## config.mk

```make
export PLATFORM = sky130hd
export DESIGN_NAME = sbc_bank_fsm
export DESIGN_NICKNAME = d
export VERILOG_FILES = /design/src/rtl/sbc_pkg.sv /design/src/rtl/sbc_bank_fsm.sv
export VERILOG_INCLUDE_DIRS = /design/src /design/src/rtl
export SDC_FILE = /design/constraint.sdc
export NUM_CORES = 1
export LEC_CHECK = 0
export BUFFER_PORTS_ARGS = -buffer_cell sky130_fd_sc_hd__buf_2
export CORE_ASPECT_RATIO = 0.5
export CORE_MARGIN = 8
export CORE_UTILIZATION = 65
export DETAILED_ROUTE_END_ITERATION = 16
export GPL_ROUTABILITY_DRIVEN = 0
export PLACE_DENSITY_LB_ADDON = 0.05
export SYNTH_ARGS = -nofsm -noshare
export SYNTH_HDL_FRONTEND = slang
export SYNTH_SLANG_ARGS = --single-unit
export TNS_END_PERCENT = 50
```

## constraint.sdc

```tcl
create_clock -name clk -period 7.54 [get_ports clk]
set_input_delay 0.754 -clock clk [delete_from_list [all_inputs] [get_ports clk]]
set_output_delay 0.754 -clock clk [all_outputs]
set_load 0.05 [all_outputs]
```

## src/rtl/sbc_defs.svh

```systemverilog
/*
  timing counts for the sdram bank command fsm.
  assumes a 200 mhz interface clock; times are in ps.
*/
`ifndef SBC_DEFS_SVH
`define SBC_DEFS_SVH
`define SBC_CLK_PS 5000
`define SBC_TRP_PS 18000
`define SBC_TRCD_PS 18000
`define SBC_TMRW_PS 25000
`define SBC_TRFCAB_PS 130000
`define SBC_TXP_PS 7500
`define SBC_TXSR_PS 140000
`define SBC_TMRR_PS 10000
`define SBC_CYC(ps) (((ps) + `SBC_CLK_PS - 1) / `SBC_CLK_PS)
`define SBC_TRP_CYC `SBC_CYC(`SBC_TRP_PS)
`define SBC_TRCD_CYC `SBC_CYC(`SBC_TRCD_PS)
`define SBC_TMRW_CYC `SBC_CYC(`SBC_TMRW_PS)
`define SBC_TRFCAB_CYC `SBC_CYC(`SBC_TRFCAB_PS)
`define SBC_TXP_CYC `SBC_CYC(`SBC_TXP_PS)
`define SBC_TXSR_CYC `SBC_CYC(`SBC_TXSR_PS)
`define SBC_TMRR_CYC `SBC_CYC(`SBC_TMRR_PS)
`define SBC_BURST_CYC 4
`endif

```

## src/rtl/sbc_pkg.sv

```systemverilog
/*
  types for the sdram bank command fsm.
  assumes nothing beyond a systemverilog compiler.
*/
package sbc_pkg;
  typedef enum logic [3:0] {
    SBC_CMD_NOP, SBC_CMD_ACT, SBC_CMD_RD, SBC_CMD_WR, SBC_CMD_PRE,
    SBC_CMD_BST, SBC_CMD_MRW, SBC_CMD_MRR, SBC_CMD_REFAB, SBC_CMD_RESET,
    SBC_CMD_SREF, SBC_CMD_DPD
  } sbc_cmd_t;
  typedef enum logic [4:0] {
    SBC_ST_POWER_ON, SBC_ST_RESETTING, SBC_ST_RESET_PD, SBC_ST_RESET_MRR,
    SBC_ST_IDLE, SBC_ST_IDLE_MRR, SBC_ST_MRW, SBC_ST_REFAB, SBC_ST_SREF,
    SBC_ST_DPD, SBC_ST_IDLE_PD, SBC_ST_ACT_PD, SBC_ST_ROW_ACT,
    SBC_ST_ACTIVE, SBC_ST_ACT_MRR, SBC_ST_READING, SBC_ST_WRITING,
    SBC_ST_RD_AUTO, SBC_ST_WR_AUTO, SBC_ST_PRECHARGING
  } sbc_state_t;
endpackage : sbc_pkg

```

## src/rtl/sbc_bank_fsm.sv

```systemverilog
/*
  per-bank command state machine with cke power-state handling.
  assumes command decoded by the caller, cke/cs sampled on clk.
*/
// Function
// - cke change judged from previous and current
// - command evaluated against state before edge
// - resetting power down exit goes idle after tinit5
// - bank commands need cke high twice, exit time
// - idle after precharge and trp
// - active after trcd, nothing in progress
// - reading until burst done or terminated
// - writing until burst done or terminated
// - precharge goes precharging then idle after trp
// - activate goes row activating then active
// - read auto close busy until trp
// - write auto close busy until trp
// - read restarts, burst terminate to active
// - write restarts, burst terminate to active
// - mode register write enters mrw state
// - mode register write ends after tmrw
// - all-bank refresh holds until trfcab
`timescale 1ns/100ps
`default_nettype none
`include "sbc_defs.svh"
module sbc_bank_fsm #(
  parameter int TINIT5_CYC = 2000
) (
  input wire logic clk,
  input wire logic rst_n,
  input wire logic cke,
  input wire logic cs_n,
  input wire sbc_pkg::sbc_cmd_t cmd,
  input wire logic auto_close_after_burst,
  output sbc_pkg::sbc_state_t state,
  output logic bank_busy,
  output logic cmd_ready
);
  import sbc_pkg::*;

  ////////////////////////////////////////////////////////////////////////
  // cke sampling; cke is synchronous to clk from the controller
  logic cke_prev_q;
  sbc_state_t st_q, st_d;
  logic [7:0] tmr_q, tmr_d;
  logic [7:0] exit_q, exit_d;
  logic [15:0] init_q;
  logic busy_q, ready_q;

  wire cke_hh = cke_prev_q & cke;
  wire cke_fall = cke_prev_q & ~cke;
  wire cke_rise = ~cke_prev_q & cke;
  wire sel = ~cs_n;
  wire exit_done = (exit_q == 8'h00);
  wire cmd_ok = cke_hh & sel & exit_done;
  wire tmr_done = (tmr_q == 8'h00);
  wire init_done = (init_q == 16'h0000);

  ////////////////////////////////////////////////////////////////////////
  // next state, always from the state held before this edge
  always_comb begin
    st_d = st_q;
    tmr_d = (tmr_q != 8'h00) ? tmr_q - 8'h01 : 8'h00;
    exit_d = (exit_q != 8'h00) ? exit_q - 8'h01 : 8'h00;
    case (st_q)
      SBC_ST_POWER_ON: begin
        if (cmd_ok && cmd == SBC_CMD_RESET) begin
          st_d = SBC_ST_RESETTING;
        end
      end
      SBC_ST_RESETTING: begin
        if (cke_fall) begin
          st_d = SBC_ST_RESET_PD;
        end else if (cmd_ok && cmd == SBC_CMD_MRR) begin
          st_d = SBC_ST_RESET_MRR;
          tmr_d = 8'(`SBC_TMRR_CYC - 1);
        end else if (init_done) begin
          st_d = SBC_ST_IDLE;
        end
      end
      SBC_ST_RESET_PD: begin
        if (cke_rise) begin
          // stays resetting until tinit5 has run out
          st_d = init_done ? SBC_ST_IDLE : SBC_ST_RESETTING;
          exit_d = 8'(`SBC_TXP_CYC);
        end
      end
      SBC_ST_RESET_MRR: begin
        if (tmr_done) begin
          st_d = SBC_ST_RESETTING;
        end
      end
      SBC_ST_IDLE: begin
        if (cke_fall && sel && cmd == SBC_CMD_SREF) begin
          st_d = SBC_ST_SREF;
        end else if (cke_fall && sel && cmd == SBC_CMD_DPD) begin
          st_d = SBC_ST_DPD;
        end else if (cke_fall) begin
          st_d = SBC_ST_IDLE_PD;
        end else if (cmd_ok) begin
          case (cmd)
            SBC_CMD_ACT: begin
              st_d = SBC_ST_ROW_ACT;
              tmr_d = 8'(`SBC_TRCD_CYC - 1);
            end
            SBC_CMD_MRW: begin
              st_d = SBC_ST_MRW;
              tmr_d = 8'(`SBC_TMRW_CYC - 1);
            end
            SBC_CMD_MRR: begin
              st_d = SBC_ST_IDLE_MRR;
              tmr_d = 8'(`SBC_TMRR_CYC - 1);
            end
            SBC_CMD_REFAB: begin
              st_d = SBC_ST_REFAB;
              tmr_d = 8'(`SBC_TRFCAB_CYC - 1);
            end
            SBC_CMD_PRE: begin
              // trp applies even from idle
              st_d = SBC_ST_PRECHARGING;
              tmr_d = 8'(`SBC_TRP_CYC - 1);
            end
            SBC_CMD_RESET: begin
              st_d = SBC_ST_RESETTING;
            end
            default: begin
              st_d = st_q;
            end
          endcase
        end
      end
      SBC_ST_IDLE_MRR: begin
        if (tmr_done) begin
          st_d = SBC_ST_IDLE;
        end
      end
      SBC_ST_MRW: begin
        if (tmr_done) begin
          st_d = SBC_ST_IDLE;
        end
      end
      SBC_ST_REFAB: begin
        if (tmr_done) begin
          st_d = SBC_ST_IDLE;
        end
      end
      SBC_ST_SREF: begin
        if (cke_rise) begin
          st_d = SBC_ST_IDLE;
          exit_d = 8'(`SBC_TXSR_CYC);
        end
      end
      SBC_ST_DPD: begin
        // leaving deep power down needs a full reset sequence
        if (cke_rise) begin
          st_d = SBC_ST_POWER_ON;
        end
      end
      SBC_ST_IDLE_PD: begin
        if (cke_rise) begin
          st_d = SBC_ST_IDLE;
          exit_d = 8'(`SBC_TXP_CYC);
        end
      end
      SBC_ST_ACT_PD: begin
        if (cke_rise) begin
          st_d = SBC_ST_ACTIVE;
          exit_d = 8'(`SBC_TXP_CYC);
        end
      end
      SBC_ST_ROW_ACT: begin
        if (tmr_done) begin
          st_d = SBC_ST_ACTIVE;
        end
      end
      SBC_ST_ACTIVE: begin
        if (cke_fall) begin
          st_d = SBC_ST_ACT_PD;
        end else if (cmd_ok) begin
          case (cmd)
            SBC_CMD_RD: begin
              st_d = auto_close_after_burst ? SBC_ST_RD_AUTO : SBC_ST_READING;
              tmr_d = 8'(auto_close_after_burst ?
                `SBC_BURST_CYC + `SBC_TRP_CYC - 1 : `SBC_BURST_CYC - 1);
            end
            SBC_CMD_WR: begin
              st_d = auto_close_after_burst ? SBC_ST_WR_AUTO : SBC_ST_WRITING;
              tmr_d = 8'(auto_close_after_burst ?
                `SBC_BURST_CYC + `SBC_TRP_CYC - 1 : `SBC_BURST_CYC - 1);
            end
            SBC_CMD_MRR: begin
              st_d = SBC_ST_ACT_MRR;
              tmr_d = 8'(`SBC_TMRR_CYC - 1);
            end
            SBC_CMD_PRE: begin
              st_d = SBC_ST_PRECHARGING;
              tmr_d = 8'(`SBC_TRP_CYC - 1);
            end
            default: begin
              st_d = st_q;
            end
          endcase
        end
      end
      SBC_ST_ACT_MRR: begin
        if (tmr_done) begin
          st_d = SBC_ST_ACTIVE;
        end
      end
      SBC_ST_READING, SBC_ST_WRITING: begin
        if (cmd_ok && cmd == SBC_CMD_BST) begin
          st_d = SBC_ST_ACTIVE;
        end else if (cmd_ok && cmd == SBC_CMD_RD) begin
          st_d = auto_close_after_burst ? SBC_ST_RD_AUTO : SBC_ST_READING;
          tmr_d = 8'(auto_close_after_burst ?
            `SBC_BURST_CYC + `SBC_TRP_CYC - 1 : `SBC_BURST_CYC - 1);
        end else if (cmd_ok && cmd == SBC_CMD_WR) begin
          st_d = auto_close_after_burst ? SBC_ST_WR_AUTO : SBC_ST_WRITING;
          tmr_d = 8'(auto_close_after_burst ?
            `SBC_BURST_CYC + `SBC_TRP_CYC - 1 : `SBC_BURST_CYC - 1);
        end else if (cmd_ok && cmd == SBC_CMD_PRE) begin
          st_d = SBC_ST_PRECHARGING;
          tmr_d = 8'(`SBC_TRP_CYC - 1);
        end else if (tmr_done) begin
          st_d = SBC_ST_ACTIVE;
        end
      end
      SBC_ST_RD_AUTO, SBC_ST_WR_AUTO: begin
        // commands to this bank are ignored here
        if (tmr_done) begin
          st_d = SBC_ST_IDLE;
        end
      end
      SBC_ST_PRECHARGING: begin
        if (tmr_done) begin
          st_d = SBC_ST_IDLE;
        end
      end
      default: begin
        st_d = SBC_ST_POWER_ON;
      end
    endcase
  end

  ////////////////////////////////////////////////////////////////////////
  // busy when a timed state other than reading or writing is running: bank takes no command then
  wire busy_d = (st_d == SBC_ST_ROW_ACT) || (st_d == SBC_ST_PRECHARGING) ||
    (st_d == SBC_ST_RD_AUTO) || (st_d == SBC_ST_WR_AUTO) ||
    (st_d == SBC_ST_MRW) || (st_d == SBC_ST_REFAB) ||
    (st_d == SBC_ST_IDLE_MRR) || (st_d == SBC_ST_ACT_MRR) ||
    (st_d == SBC_ST_RESET_MRR);
  wire ready_d = ~busy_d && (exit_d == 8'h00) &&
    ((st_d == SBC_ST_IDLE) || (st_d == SBC_ST_ACTIVE) ||
     (st_d == SBC_ST_READING) || (st_d == SBC_ST_WRITING));

  always_ff @(posedge clk) begin
    if (!rst_n) begin
      st_q <= SBC_ST_POWER_ON;
      tmr_q <= 8'h00;
      exit_q <= 8'h00;
      // cke idles high, so reset leaves no false edge behind
      cke_prev_q <= 1'b1;
      busy_q <= 1'b0;
      ready_q <= 1'b0;
    end else begin
      st_q <= st_d;
      tmr_q <= tmr_d;
      exit_q <= exit_d;
      cke_prev_q <= cke;
      busy_q <= busy_d;
      ready_q <= ready_d;
    end
  end

  // tinit5 runs from entry into resetting
  // a reset command from idle restarts it as well
  wire init_load = (st_q == SBC_ST_POWER_ON) ||
    ((st_q == SBC_ST_IDLE) && (st_d == SBC_ST_RESETTING));
  always_ff @(posedge clk) begin
    if (!rst_n) begin
      init_q <= 16'h0000;
    end else if (init_load) begin
      init_q <= 16'(TINIT5_CYC);
    end else if (!init_done) begin
      init_q <= init_q - 16'h0001;
    end
  end

  assign state = st_q;
  assign bank_busy = busy_q;
  assign cmd_ready = ready_q;
endmodule : sbc_bank_fsm
`default_nettype wire

```

### After elaboration in Yosys (flattened, before gate mapping)

Cells that the tools add are included.

* add/subtract/negate cells: 3
* $mul: 0
* divide/modulo/power cells: 0
* $lt $le $gt $ge: 0
* equality and inequality tests: 45
* shift operators: 0
* multiplexer cells: 50
* bitwise operators: 10
* reductions and logical operators: 39

Operator list (number)
* $mux W8: 16
* $mux W5: 22
* $pmux W8 S4: 2
* $eq A5 B4 Y1 const B: 12
* $pmux W5 S12: 1
* $eq A5 B3 Y1 const B: 8
* $eq A5 B5 Y1 const B: 8
* $pmux W5 S6: 1
* $logic_not A8 Y1: 3
* $pmux W8 S3: 1
* $mux W11: 2
* $pmux W5 S4: 1
* $eq A4 B3 Y1 const B: 4
* $eq A4 B4 Y1 const B: 4
* $logic_not A16 Y1: 1
* $pmux W8 S2: 1
* $reduce_bool A8 Y1: 2
* $sub A16 B1 Y16 const B: 1
* $sub A8 B1 Y8 const B: 2
* $eq A5 B2 Y1 const B: 3
* $logic_and A1 B1 Y1: 12
* $logic_or A1 B1 Y1: 12
* $reduce_or A2 Y1: 6
* $eq A5 B1 Y1 const B: 2
* other kinds (10): 20

* bits in registers: 40
* latch bits: 0
* bits in writable memories: 0
* memory bits (read-only): 0
* input port bits: 9
* output and inout bits: 7
* word-level logic and storage cells: 155
* memories: 0

### Depth between registers and ports, before layout

* depth after elaboration: 21
* depth in mapped cells: 10
* depth with buffers taken out: 9

### Least setup slack after synthesis

No wires, ideal clock.

* path kind: register -> register
* start: reg st_q[4], in the netlist state[4]
* end: reg ready_q, in the netlist cmd_ready
* library setup time: 0.087 ns
* data arrival time: 2.913 ns
* data required time: 7.453 ns
* path slack: 4.540 ns
* cell stages (with the launch flop): 9
* buffers on the path: 1
* clock period less this slack: 3.000 ns
* path through: dfxtp_1 clkdlybuf4s18_2 and4b_1 a22oi_1 nor3_1 o41a_2 nor4_4 nand4b_1 a221oi_2

* cells in the longest elaborated chain, start to end: 18
* elaborated cells on any way between the ends: 78
* those cells by class: eq/ne: 32; mux: 25; bitwise: 1; reduce/logical: 20

Ends and longest elaborated chain
* from (decl): line sbc_bank_fsm.sv:44 `sbc_state_t st_q, st_d;`
* from (signal assigned): line sbc_bank_fsm.sv:266 `st_q <= st_d;`
* $pmux W5 S6 / $mux W5 (equally long branches)
* $mux W5 (on tied branches): line sbc_bank_fsm.sv:100, sbc_bank_fsm.sv:221
* $mux W5 (on tied branches): line sbc_bank_fsm.sv:98, sbc_bank_fsm.sv:217
* $mux W5 (on tied branches): line sbc_bank_fsm.sv:96, sbc_bank_fsm.sv:213
* $mux W5 (on tied branches): line sbc_bank_fsm.sv:94, sbc_bank_fsm.sv:211
* $pmux W5 S12: line sbc_bank_fsm.sv:65 `case (st_q)`
* $eq A5 B4 Y1 / $eq A5 B5 Y1 (equally long branches): line sbc_bank_fsm.sv:247 `wire busy_d = (st_d == SBC_ST_ROW_ACT) || (st_d == SBC_ST_PRECHARGING) ||`
* $logic_or A1 B1 Y1 (2 in series): line sbc_bank_fsm.sv:247
* $logic_or A1 B1 Y1 (2 in series): line sbc_bank_fsm.sv:248 `(st_d == SBC_ST_RD_AUTO) || (st_d == SBC_ST_WR_AUTO) ||`
* $logic_or A1 B1 Y1 (2 in series): line sbc_bank_fsm.sv:249 `(st_d == SBC_ST_MRW) || (st_d == SBC_ST_REFAB) ||`
* $logic_or A1 B1 Y1 (2 in series): line sbc_bank_fsm.sv:250 `(st_d == SBC_ST_IDLE_MRR) || (st_d == SBC_ST_ACT_MRR) ||`
* $not A1 Y1: line sbc_bank_fsm.sv:252 `wire ready_d = ~busy_d && (exit_d == 8'h00) &&`
* $logic_and A1 B1 Y1: line sbc_bank_fsm.sv:252
* $logic_and A1 B1 Y1 *: line sbc_bank_fsm.sv:252
* to (signal assigned): line sbc_bank_fsm.sv:271 `ready_q <= ready_d;`
* to (decl): line sbc_bank_fsm.sv:48 `logic busy_q, ready_q;`

Mark *: on every way between the ends. The rest lies on a longest branch, timed or not.
A chain may end at the register's enable or synchronous reset.

### Worst setup path in the final report

* start: reg exit_q[0]
* end: reg init_q[1]

* cells in the longest elaborated chain, start to end: 12
* elaborated cells on any way between the ends: 26
* those cells by class: eq/ne: 1; mux: 14; bitwise: 1; reduce/logical: 10

Ends and longest elaborated chain
* from (decl): line sbc_bank_fsm.sv:46 `logic [7:0] exit_q, exit_d;`
* from (signal assigned): line sbc_bank_fsm.sv:268 `exit_q <= exit_d;`
* $logic_not A8 Y1 *: line sbc_bank_fsm.sv:54 `wire exit_done = (exit_q == 8'h00);`
* $and A1 B1 Y1 *: line sbc_bank_fsm.sv:55 `wire cmd_ok = cke_hh & sel & exit_done;`
* $logic_and A1 B1 Y1: line sbc_bank_fsm.sv:221 `end else if (cmd_ok && cmd == SBC_CMD_PRE) begin`
* $mux W5: line sbc_bank_fsm.sv:221
* $mux W5: line sbc_bank_fsm.sv:217 `end else if (cmd_ok && cmd == SBC_CMD_WR) begin`
* $mux W5: line sbc_bank_fsm.sv:213 `end else if (cmd_ok && cmd == SBC_CMD_RD) begin`
* $mux W5: line sbc_bank_fsm.sv:211 `if (cmd_ok && cmd == SBC_CMD_BST) begin`
* $pmux W5 S12 *: line sbc_bank_fsm.sv:65
* $eq A5 B1 Y1 *: line sbc_bank_fsm.sv:278 `((st_q == SBC_ST_IDLE) && (st_d == SBC_ST_RESETTING));`
* $logic_and A1 B1 Y1 *: line sbc_bank_fsm.sv:278
* $logic_or A1 B1 Y1 *: line sbc_bank_fsm.sv:277 `wire init_load = (st_q == SBC_ST_POWER_ON) ||`
* $reduce_or A2 Y1 (no line) *
* to (signal assigned): line sbc_bank_fsm.sv:283 `init_q <= 16'(TINIT5_CYC);`
* to (signal assigned): line sbc_bank_fsm.sv:285 `init_q <= init_q - 16'h0001;`
* to (decl): line sbc_bank_fsm.sv:47 `logic [15:0] init_q;`

Marks and branches as above.

==> metrics <==
status complete, no violations; Vias per Instance 6.92; Lkg Pwr 1.22 nW; Synth area leader dfxtp_1; Core Area 4470 sq um; cell with the most instances after synthesis nor2_1; reg2reg start exit_q[0]; post-synth top area share 26.2%; Tot GR Track Use 21.7%; period utilization 45.3%; share of post-route cells with drive strength above 1 12.8%; CP peak stage delay 0.67 ns; H-tree depth 2; Sw Ratio 38.4%; hold path cells 1; r2r worst-path depth 9; Comb pwr share 41.4%; Syn Nets 410; Crit path arrival time 3.63 ns; post-CTS sizing 0; vias in the first global route 2743; Tmin final 3.41 ns; Area after DPL 3080 sq um; Crit path buffers/inverters 1; Pins Over Slew Limit 0; maximum clock rate 293 MHz; Reg2Reg Capture Point init_q[1]; Initial Util 68.4%; Slew @ Worst Pin 0.832 ns; max cap viols 0; Die Width 113 microns; CP startpoint kind flop; fraction of registers with async set or reset after synthesis 0%; synth top area cells dfxtp_1 26%, nor2_1 6.4%, xnor2_1 4.6%, a21oi_1 4.3%, nand2_1 3.8%; drt drc 0; Iter 0 DRT Violations 306; RSZ-0062 raised after global routing no; Post-synth EDFFs 0; Worst slew margin 44.0%; area growth from synthesis to layout 4.79%; total power 812 uW; worst-case clock buffer depth 2; placed wire-length estimate 5880 microns; clk sink count 40; Row Count 17; WL final 8000 microns; synth cell count leaders 52 x nor2_1, 40 x dfxtp_1, 31 x nand2_1; Hold Buf Count CTS 0; # diodes 0; syn_area_per_cell 7.70 sq um; Worst-Skew Late Latency 0.30 ns; first-pass GRT wire length 13100 microns; Max stage delay cell, worst path or4_1; internal power 500 uW; Die ar. 7280 sq um; power share of the clock group 23.4%; maximum VDD drop 203 uV; PwrDens 254 nW/um^2; ys flop type dfxtp_1; Hold Path End exit_q[0]; crit path cell chain inv_1 -> ha_1 -> or3b_2 -> or4_1 -> nor3_1 -> a2111oi_0 -> a31oi_1 -> nand2_1 -> a211oi_1; fillers 360; GR Overflow Total 0; 1st-pass router iterations 8; synth unique cells 79; ANT nets after route 0; initial antenna violation count 0; CP delay by family, top simple AND/OR/NAND/NOR gates; crit-path max FO 10; register area share after synthesis 26.2%; Clk Tree Root Cell clkbuf_8; Mapped Cells 397; Seq cells post-synth 40; PortBufs 15; mapped cell area 3060 sq um; Post-Route Setup TNS 0 ns; design area 3200 sq um; R2R Setup Slk 4.13 ns; clock buffer count from CTS 5; Hold Vio Cnt, Final 0; Min-Delay Path Class reg2reg; worst setup margin 4.13 ns; Setup Crit Path Kind reg2reg; YS warnings 0; Setup violations, final 0; via count 3163; Net Sw Power 312 uW; pin count of the biggest net entering global routing 25; Reg power frac 35.3%; worst hold path startpoint exit_q[0]; setup repair bufs after CTS 0; num ports 16; Worst Path Required 7.76 ns; Worst-path clk slew 0.08 ns; wire per inst 17.5 microns; Die H 64.5 microns; Critical Path Sink Type flop; worst-case clock skew 0.00768 ns; CTS tree yes; setup slack at placement 3.89 ns; final-stage net count 412
## cell families (layout without fill, tap and decap cells)
group | after synthesis | count (layout) | synth area share (%)
compound gates | 107 | 107 | 24.9
xor+xnor | 25 | 25 | 7.17
fa+ha+maj | 4 | 4 | 1.64
buf+inv | 34 | 37 | 5.82
flops | 40 | 40 | 26.2
mux | 1 | 1 | 0.328
simple gates | 186 | 186 | 34.0
## cell usage in the layout, fill, tap and decap left out, types with 4 or more instances in the layout
master    count
a21oi_1      26
o211ai_1      4
nand3_1       9
nor3_1       13
xor2_1        9
a211o_1       4
inv_1        13
xnor2_1      16
nor4_1        8
nand2_1      31
o32ai_1       4
o21ai_0      18
nor2b_1      12
nand2b_1      8
o31ai_1       6
or3_2         4
dfxtp_1      40
nand4_1       6
nor2_1       52
a211oi_1      4
ha_1          4
clkbuf_8      6
nor3b_1       5
buf_2        15
## stage by stage
step	cells	util (%)	hold WS (ns)
floorplan	397	-	0.427
global placement	449	69.0	0.460
detailed placement	449	69.0	0.473
CTS	457	71.7	0.491
global route	457	71.7	0.520
finish	457	71.7	0.485
## layout make-up
cell class / instances / area [sq um] / area share (%)
Timing Repair Buffer: 16 / 82.6 / 2.58
Clock buffer: 6 / 82.6 / 2.58
Clock inverter: 2 / 38.8 / 1.21
Tap cell: 57 / 71.3 / 2.23
Inverter: 13 / 48.8 / 1.52
Multi-Input combinational cell: 323 / 2080 / 64.9
Sequential cell: 40 / 801 / 25.0
## metal layers
layer,vias to the layer above,global-route usage [%],routed length [microns]
met4,0,9.05,217
met2,171,33.7,3540
met1,1489,28.0,3370
met3,33,6.09,872
met5,-,0,0
li1,1470,-,-
## power by group through the flow
stage | registers, mW | logic [mW] | clock network, mW
6_report | 0.286 | 0.336 | 0.190
5_1_grt | 0.291 | 0.372 | 0.202
4_1_cts | 0.286 | 0.331 | 0.192
3_5_place_dp | 0.291 | 0.329 | 0
3_3_place_gp | 0.287 | 0.319 | 0
2_1_floorplan | 0.279 | 0.277 | 0
## worst max-delay path by stage
stage	start	to	cells past startpoint
after floorplan	state[4]	cmd_ready	8
after global placement	cmd[2]	init_q[5]	8
after detailed placement	cmd[2]	init_q[0]	8
after CTS	exit_q[0]	init_q[1]	9
after global routing	exit_q[0]	init_q[1]	9
final	exit_q[0]	init_q[1]	9
## state kept, by name, summed over array words and instances, names as in the netlist
name / cells
init_q: 16
bank_busy: 1
state: 5
exit_q: 8
tmr_q: 8
cke_prev_q: 1
cmd_ready: 1
No activity file was read; power rests on OpenSTA's default activity.
